<file path="config.mk">
export PLATFORM = sky130hd
export DESIGN_NAME = pst_sig_analyzer
export DESIGN_NICKNAME = d
export VERILOG_FILES = /design/src/pst_sig_analyzer.sv
export SDC_FILE = /design/constraint.sdc
export NUM_CORES = 1
export LEC_CHECK = 0
export BUFFER_PORTS_ARGS = -buffer_cell sky130_fd_sc_hd__buf_2
export CAP_MARGIN = 20
export CORE_UTILIZATION = 55
export CTS_BUF_LIST = sky130_fd_sc_hd__clkbuf_16
export CTS_CLUSTER_DIAMETER = 50
export DETAILED_ROUTE_END_ITERATION = 10
export GPL_ROUTABILITY_DRIVEN = 0
export PLACE_DENSITY_LB_ADDON = 0.25
export SLEW_MARGIN = 10
export SYNTH_ARGS = -nofsm -noshare
export SYNTH_HDL_FRONTEND = slang
export SYNTH_SLANG_ARGS = --single-unit
</file>
<file path="constraint.sdc">
create_clock -name phi2_i -period 4 [get_ports phi2_i]
set_input_delay 0.2 -clock phi2_i [delete_from_list [all_inputs] [get_ports phi2_i]]
set_output_delay 0.2 -clock phi2_i [all_outputs]
set_load 0.1 [all_outputs]
</file>
<file path="src/pst_sig_analyzer.sv">
// Purpose: model of the external signature analyzer on the test points
// Assumes: start and stop share one lead, clocked by the phi2 reference
// Notes:   counts gate changes only; drives nothing back into the block
`timescale 1ns/10ps
module pst_sig_analyzer (
  input wire phi2_i,
  input wire gate_i,
  output reg [15:0] gate_edges_o
);
  reg gate_last;
  initial begin
    gate_edges_o = 16'h0000;
    gate_last = 1'b0;
  end
  // falling edges only, hold and self test off, one lead for start/stop
  always @(negedge phi2_i) begin
    if (gate_i !== gate_last) gate_edges_o <= gate_edges_o + 16'h0001;
    gate_last <= gate_i;
  end
endmodule // pst_sig_analyzer

</file>
After elaboration in Yosys (flattened, before gate mapping)
Index checks and enable logic that the tools add are counted.
- bits of input ports: 2
- logic and storage cells: 4
- bits in registers: 17
- output and inout port bits: 16
- equality and inequality tests: 1
- $add $sub $neg: 1
- operators with widths (kind ; number):
    $add A16 B1 Y16 const B ; 1
    $nex A1 B1 Y1 ; 1

Logic depth before layout (Yosys ltp)
Gate-level depths: netlist (run 1).
- word-level depth: 1
- gate-level depth with buffers: 4
- gate-level depth less buffers: 4

==> results of run 1 <==
[power breakdown]
part           leakage (nW)  internal (mW)  total (mW)  switching [mW]
registers             0.165          0.233       0.266          0.0332
clock network         0.142          0.221       0.331           0.110
logic                 0.188         0.0368       0.245           0.208
total                 0.495          0.491       0.842           0.351
[layer usage]
metal / GRT usage, % / share of wire [%]
met1: 23.8 / 40
met2: 36.5 / 52
met3: 12.2 / 7.1
met4: 10.8 / 1.2
met5: 0 / 0
[synth_stat cells]
cell	count
edfxtp_1	16
xor2_1	10
inv_1	5
xnor2_1	5
nand2_1	4
nand3_1	4
nor3_1	4
nand4_1	3
nor2_1	3
nor4_1	3
dfxtp_1	1
ha_1	1
nand3_2	1
nand4_4	1
nor4_2	1
[final timing paths]
kind         cells past startpoint              from  slack [ps]               end
max                              1   gate_edges_o[7]         550   gate_edges_o[7]
min                              1  gate_edges_o[15]         620  gate_edges_o[15]
max reg2reg                      4   gate_edges_o[0]        2410  gate_edges_o[12]
min reg2reg                      1  gate_edges_o[15]         620  gate_edges_o[15]
[logic make-up after synthesis]
logic type    Yosys count  synth area share, %
fa+ha+maj               1                 1.54
xor+xnor               15                 16.2
flops                  17                 61.7
simple gates           24                 18.2
buf+inv                 5                 2.32
[final cells by class]
class                   count  area (um2)  area share (%)
flip-flops and latches     17         500            46.0
multi-input cells          40         292            26.8
clock inverters            18        93.8            8.63
repair buffers             18        92.6            8.52
clock buffers               3        75.1            6.90
well taps                  15        18.8            1.73
inverters                   4        15.0            1.38
[through the flow]
stage	instance area, um2	setup WS, ps	total power, mW	cells	util [%]
after floorplan	811	598	0.502	62	-
after global placement	922	904	0.534	95	69.1
after detailed placement	922	885	0.539	95	69.1
after CTS	1090	544	0.853	115	81.5
after global routing	1090	502	0.881	115	81.5
final	1090	555	0.842	115	81.5
[sequential cells by signal, summed over array words and instances, names as in the netlist]
| register | flops |
|---|---|
| gate_edges_o | 16 |
| gate_last | 1 |
==> impl_metrics.env, run 1 <==
export IMPL_setup_worst_path_class="reg2out"
export IMPL_cts_resized_gates=0
export IMPL_syn_area_per_cell_um2=13.1
export IMPL_routed_wl_mm=1.65
export IMPL_synthDominantAreaCellType="edfxtp_1"
export IMPL_critPathArrivalTime_ps=3250
export IMPL_seq_area_frac_synth_pct=61.7
export IMPL_timing_setup_tns_ps=0
export IMPL_antenna_found_initial=0
export IMPL_crit_buf_inv=1
export IMPL_drc_errors=0
export IMPL_netlist_instances=62
export IMPL_cp_max_fo=5
export IMPL_layout_cells_sized_above_1_pct=25.0
export IMPL_most_frequent_standard_cell_in_the_layout_excluding_fill_and_tap_cells="inv_1"
export IMPL_timing_worst_slew_pin_value_ps=492
export IMPL_synth_top_cell_area_share_pct=59.3
export IMPL_die_width_um=40.4
export IMPL_timing_clock_skew_ps=23.9
export IMPL_synth_fp_nets=65
export IMPL_outcome="completed"
export IMPL_synth_warning_count=0
export IMPL_power_density_mw_per_mm2=775
export IMPL_post_drt_wl_per_cell_um=14.3
export IMPL_clock_insertion_delay_worst_skew_ps=340
export IMPL_largest_cells_by_area_after_synthesis="edfxtp_1 59%, xor2_1 11%, xnor2_1 5.4%"
export IMPL_critical_path_startpoint_type="flop"
export IMPL_critPathCaptureType="primary output"
export IMPL_cp_top_family="buffers and inverters"
export IMPL_leakagePower_nw=0.495
export IMPL_data_required_time_of_the_critical_path_ps=3800
export IMPL_holdWs_ps=624
export IMPL_rows=13
export IMPL_cts_htree_levels=1
export IMPL_globalRoute_totalOverflow=0
export IMPL_drt_pre_antenna_iters=4
export IMPL_ys_seq_elements=17
export IMPL_num_antenna_cells=0
export IMPL_numCtsBuffers=3
export IMPL_drv_slew=0
export IMPL_pin_count_of_the_biggest_net_entering_global_routing=17
export IMPL_syn2layout_area_growth_pct=34.1
export IMPL_post_drt_via_cell_ratio=5.30
export IMPL_maximum_ir_drop_on_the_vdd_rail_v=0.000615
export IMPL_count_of_boundary_i_o_pins=18
export IMPL_cts_root_buf="clkbuf_16"
export IMPL_max_slew_margin_rel_pct=67.4
export IMPL_synth_cell_area_um2=811
export IMPL_final_fill_count=69
export IMPL_dr_total_vias=609
export IMPL_path_clk_slew_ps=40
export IMPL_cts_hold_buffers=0
export IMPL_die_area_mm2=0.00163
export IMPL_final_hold_viol_count=0
export IMPL_clock_sinks=17
export IMPL_initial_utilization_pct=60.8
export IMPL_dp_hpwl_mm=1.05
export IMPL_floorplan_core_area_mm2=0.00133
export IMPL_max_stage_delay_ps=470
export IMPL_number_of_nets_in_the_layout=104
export IMPL_first_global_vias=546
export IMPL_synth_cell_types=15
export IMPL_grt_setup_unrepaired="no"
export IMPL_cts_tree="built"
export IMPL_cts_setup_buffers=0
export IMPL_grt_pass1_wl_mm=2.34
export IMPL_timing_max_cap_violations=0
export IMPL_place_port_buffers=17
export IMPL_initialDrtViolationCount=15
export IMPL_slowest_stage="buf_2"
export IMPL_most_common_layout_cells="21 x inv_1, 17 x buf_2, 16 x edfxtp_1"
export IMPL_gr_usage_all_layers_pct=22.6
export IMPL_setup_violations=0
export IMPL_die_height_um=40.4
export IMPL_class_of_the_tightest_hold_or_removal_check="reg2reg"
export IMPL_drt_antenna_violating_nets=0
export IMPL_cell_chain_critical_path="buf_2"
export IMPL_clock_path_buffers=2
No activity file was read; power rests on OpenSTA's default activity.
==> run 2, diff against run 1 <==
MAX_ROUTING_LAYER = met4   (was not set)
==> impl_metrics.env, run 2 (synthesis gave the netlist of run 1 again) <==
export IMPL_outcome="completed"
export IMPL_regMostFlops="gate_edges_o"
export IMPL_cts_tree="built"
export IMPL_dr_total_vias=605
export IMPL_cts_htree_levels=1
export IMPL_timing_setup_tns_ps=0
export IMPL_cts_setup_buffers=0
export IMPL_floorplan_core_area_mm2=0.00133
export IMPL_cts_hold_buffers=0
export IMPL_die_area_mm2=0.00163
export IMPL_first_global_vias=547
export IMPL_post_drt_wl_per_cell_um=14.2
export IMPL_critPathArrivalTime_ps=3250
export IMPL_leakagePower_nw=0.495
export IMPL_place_port_buffers=17
export IMPL_cts_root_buf="clkbuf_16"
export IMPL_drc_errors=0
export IMPL_timing_worst_slew_pin_value_ps=493
export IMPL_cts_resized_gates=0
export IMPL_clock_insertion_delay_worst_skew_ps=340
export IMPL_most_frequent_standard_cell_in_the_layout_excluding_fill_and_tap_cells="inv_1"
export IMPL_cell_chain_critical_path="buf_2"
export IMPL_setup_worst_path_class="reg2out"
export IMPL_drt_antenna_violating_nets=0
export IMPL_initial_utilization_pct=60.8
export IMPL_num_antenna_cells=0
export IMPL_critPathCaptureType="primary output"
export IMPL_numCtsBuffers=3
export IMPL_slowest_stage="buf_2"
export IMPL_rows=13
export IMPL_timing_max_cap_violations=0
export IMPL_antenna_found_initial=0
export IMPL_timing_clock_skew_ps=17.4
export IMPL_gr_usage_all_layers_pct=23.3
export IMPL_final_core_util_pct=81.5
export IMPL_initialDrtViolationCount=17
export IMPL_crit_buf_inv=1
export IMPL_cp_top_family="buffers and inverters"
export IMPL_die_height_um=40.4
export IMPL_holdWs_ps=624
export IMPL_post_drt_via_cell_ratio=5.26
export IMPL_place_detailed_instances=95
export IMPL_count_of_boundary_i_o_pins=18
export IMPL_path_clk_slew_ps=30
export IMPL_layout_cells_sized_above_1_pct=25.0
export IMPL_clock_path_buffers=2
export IMPL_top_regs="gate_edges_o (16), gate_last (1)"
export IMPL_pin_count_of_the_biggest_net_entering_global_routing=17
export IMPL_drt_pre_antenna_iters=4
export IMPL_instances_no_fill=115
export IMPL_max_stage_delay_ps=470
export IMPL_die_width_um=40.4
export IMPL_number_of_nets_in_the_layout=104
export IMPL_syn2layout_area_growth_pct=34.1
export IMPL_drv_slew=0
export IMPL_cp_max_fo=5
export IMPL_critical_path_startpoint_type="flop"
export IMPL_class_of_the_tightest_hold_or_removal_check="reg2reg"
export IMPL_most_common_layout_cells="21 x inv_1, 17 x buf_2, 16 x edfxtp_1"
export IMPL_routed_wl_mm=1.64
export IMPL_clock_sinks=17
export IMPL_power_density_mw_per_mm2=772
export IMPL_setup_violations=0
export IMPL_largest_register_ff_count=16
export IMPL_globalRoute_totalOverflow=0
export IMPL_maximum_ir_drop_on_the_vdd_rail_v=0.000615
export IMPL_data_required_time_of_the_critical_path_ps=3800
export IMPL_design_power_total_uw=839
export IMPL_max_slew_margin_rel_pct=67.4
export IMPL_dp_hpwl_mm=1.05
export IMPL_grt_pass1_wl_mm=2.33
export IMPL_final_hold_viol_count=0
export IMPL_grt_setup_unrepaired="no"
run 2: cell counts in the layout (fill, tap and decap cells not counted):
No cell type changed its count.
run 2: final timing paths:
check	startpoint	to	slack, ps	depth (start not counted)
hold / removal	gate_edges_o[15]	gate_edges_o[15]	620	1
setup / recovery	gate_edges_o[8]	gate_edges_o[8]	550	1
hold reg to reg	gate_edges_o[15]	gate_edges_o[15]	620	1
setup reg to reg	gate_edges_o[0]	gate_edges_o[12]	2410	4
run 2: power breakdown:
part           internal (mW)  switching (mW)  leakage [nW]
Combinational         0.0368           0.208         0.188
Sequential             0.233          0.0331         0.165
Clock                  0.221           0.108         0.142
Total                  0.491           0.349         0.495
run 2: cell type report:
cell class	instances	area, um2
well taps	15	18.8
clock inverters	18	93.8
clock buffers	3	75.1
inverters	4	15.0
multi-input cells	40	292
flip-flops and latches	17	500
repair buffers	18	92.6
fillers	69	246
run 2: metal layers:
layer	wire (um)	track usage [%]	up-vias	part of all wire [%]
met5	0	-	-	0
met4	0	10.0	0	0
met3	89	12.8	0	5.4
met2	887	36.5	25	54
met1	658	23.8	279	40
li1	-	-	301	-
run 2: through the flow:
stage	setup slack [ps]	instance area, um2
2_1_floorplan	598	811
3_3_place_gp	904	922
3_5_place_dp	885	922
4_1_cts	544	1090
5_1_grt	502	1090
6_report	554	1090
==> run 3, diff against run 2 <==
BUFFER_PORTS_ARGS = not set   (was -buffer_cell sky130_fd_sc_hd__buf_2)
CELL_PAD_IN_SITES_DETAIL_PLACEMENT = 0   (was not set)
CELL_PAD_IN_SITES_GLOBAL_PLACEMENT = 1   (was not set)
CORE_UTILIZATION = 47   (was 55)
DONT_BUFFER_PORTS = 1   (was not set)
clock period = 3.4 ns   (was 4 ns; I/O delays follow)
==> impl_metrics.env, run 3 (synthesis gave the netlist of run 1 again) <==
export IMPL_most_frequent_standard_cell_in_the_layout_excluding_fill_and_tap_cells="inv_1"
export IMPL_timing_worst_slew_pin_value_ps=941
export IMPL_drv_slew=0
export IMPL_drc_errors=2
export IMPL_internal_power_uw=516
export IMPL_class_of_the_tightest_hold_or_removal_check="reg2reg"
export IMPL_wirelength_met1_um=590
export IMPL_top_regs="gate_edges_o (16), gate_last (1)"
export IMPL_most_common_layout_cells="22 x inv_1, 18 x buf_4, 16 x edfxtp_1"
export IMPL_layout_cells_sized_above_1_pct=24.0
export IMPL_dp_hpwl_mm=1.00
export IMPL_die_height_um=43.5
export IMPL_critPathArrivalTime_ps=2980
export IMPL_seq_power_share_pct=35.1
export IMPL_final_hold_viol_count=0
export IMPL_clock_power_share_pct=32.6
export IMPL_design_power_total_uw=915
export IMPL_first_global_vias=637
export IMPL_die_width_um=43.5
export IMPL_final_fill_count=123
export IMPL_regMostFlops="gate_edges_o"
export IMPL_largest_register_ff_count=16
export IMPL_post_drt_via_cell_ratio=5.27
export IMPL_timing_max_cap_violations=0
export IMPL_globalRoute_totalOverflow=0
export IMPL_routed_wl_mm=1.46
export IMPL_setup_violations=0
export IMPL_place_port_buffers=0
export IMPL_power_share_combinational_pct=32.2
export IMPL_routed_wl_met2_um=715
export IMPL_timing_clock_skew_ps=14.7
export IMPL_drt_pre_antenna_iters=7
export IMPL_outcome="finished, violations left"
export IMPL_dr_total_vias=611
export IMPL_cts_setup_buffers=0
export IMPL_floorplan_core_area_mm2=0.00156
export IMPL_clock_sinks=17
export IMPL_grt_pass1_wl_mm=2.44
export IMPL_antenna_found_initial=0
export IMPL_cp_max_fo=2
export IMPL_die_area_mm2=0.00190
export IMPL_grt_setup_unrepaired="no"
export IMPL_critPathCaptureType="primary output"
export IMPL_count_of_boundary_i_o_pins=18
export IMPL_syn2layout_area_growth_pct=36.3
export IMPL_initial_utilization_pct=52.0
export IMPL_initialDrtViolationCount=15
export IMPL_gr_usage_all_layers_pct=18.8
export IMPL_power_density_mw_per_mm2=828
export IMPL_clock_insertion_delay_worst_skew_ps=330
export IMPL_met3_length_um=111
export IMPL_failed_checks="DRC"
export IMPL_top_layer_in_use="met4"
export IMPL_cts_resized_gates=0
export IMPL_cts_hold_buffers=0
export IMPL_max_slew_margin_rel_pct=37.3
export IMPL_final_core_util_pct=70.9
export IMPL_stdcell_area_mm2=0.00110
export IMPL_cts_tree="built"
export IMPL_clock_path_buffers=2
export IMPL_leakagePower_nw=0.501
export IMPL_numCtsBuffers=3
export IMPL_timing_setup_tns_ps=0
export IMPL_path_clk_slew_ps=40
export IMPL_p_sw_share_pct=43.6
export IMPL_cts_htree_levels=1
export IMPL_detailed_place_area_um2=966
export IMPL_critical_path_startpoint_type="flop"
export IMPL_drt_antenna_violating_nets=0
export IMPL_sw_pwr_uw=399
export IMPL_number_of_nets_in_the_layout=104
export IMPL_post_drt_wl_per_cell_um=12.6
export IMPL_setup_worst_path_class="reg2out"
export IMPL_data_required_time_of_the_critical_path_ps=3230
export IMPL_num_antenna_cells=0
export IMPL_pin_count_of_the_biggest_net_entering_global_routing=10
export IMPL_maximum_ir_drop_on_the_vdd_rail_v=0.000611
export IMPL_cts_root_buf="clkbuf_16"
export IMPL_rows=14
## run 3: path summary, 6_finish.rpt
path | from | endpoint | slack (ps) | depth (start not counted)
worst max-delay path | gate_edges_o[0] | gate_edges_o[0] | 250 | 0
worst min register to register | gate_edges_o[10] | gate_edges_o[10] | 670 | 1
worst max register to register | gate_edges_o[0] | gate_edges_o[12] | 990 | 5
worst min-delay path | gate_edges_o[10] | gate_edges_o[10] | 670 | 1
## run 3: power by group through the flow
stage | sequential [mW] | clock (mW) | combinational (mW)
6_report | 0.322 | 0.299 | 0.295
3_5_place_dp | 0.324 | 0.0319 | 0.295
2_1_floorplan | 0.510 | 0.0319 | 0.0480
4_1_cts | 0.322 | 0.311 | 0.297
5_1_grt | 0.325 | 0.334 | 0.307
3_3_place_gp | 0.322 | 0.0319 | 0.291
## run 3: final cells by class
cell class | instances | area (um2) | area share, %
flip-flops and latches | 17 | 500 | 45.3
multi-input cells | 40 | 292 | 26.4
repair buffers | 18 | 135 | 12.2
clock buffers | 3 | 75.1 | 6.80
clock inverters | 18 | 67.6 | 6.12
well taps | 16 | 20.0 | 1.81
inverters | 4 | 15.0 | 1.36
## run 3: metal layers
| metal | global-route usage [%] | vias to the layer above |
|---|---|---|
| met5 | - | - |
| li1 | - | 301 |
| met1 | 18.3 | 279 |
| met4 | 13.8 | 0 |
| met3 | 9.58 | 5 |
| met2 | 28.5 | 26 |
## run 3: per-stage QoR
| stage | instances | hold WS [ps] | worst slack (ps) |
|---|---|---|---|
| 2_1_floorplan | 62 | 826 | 328 |
| 3_3_place_gp | 96 | 664 | 596 |
| 3_5_place_dp | 96 | 673 | 583 |
| 4_1_cts | 116 | 682 | 231 |
| 5_1_grt | 116 | 707 | 209 |
| 6_report | 116 | 675 | 246 |
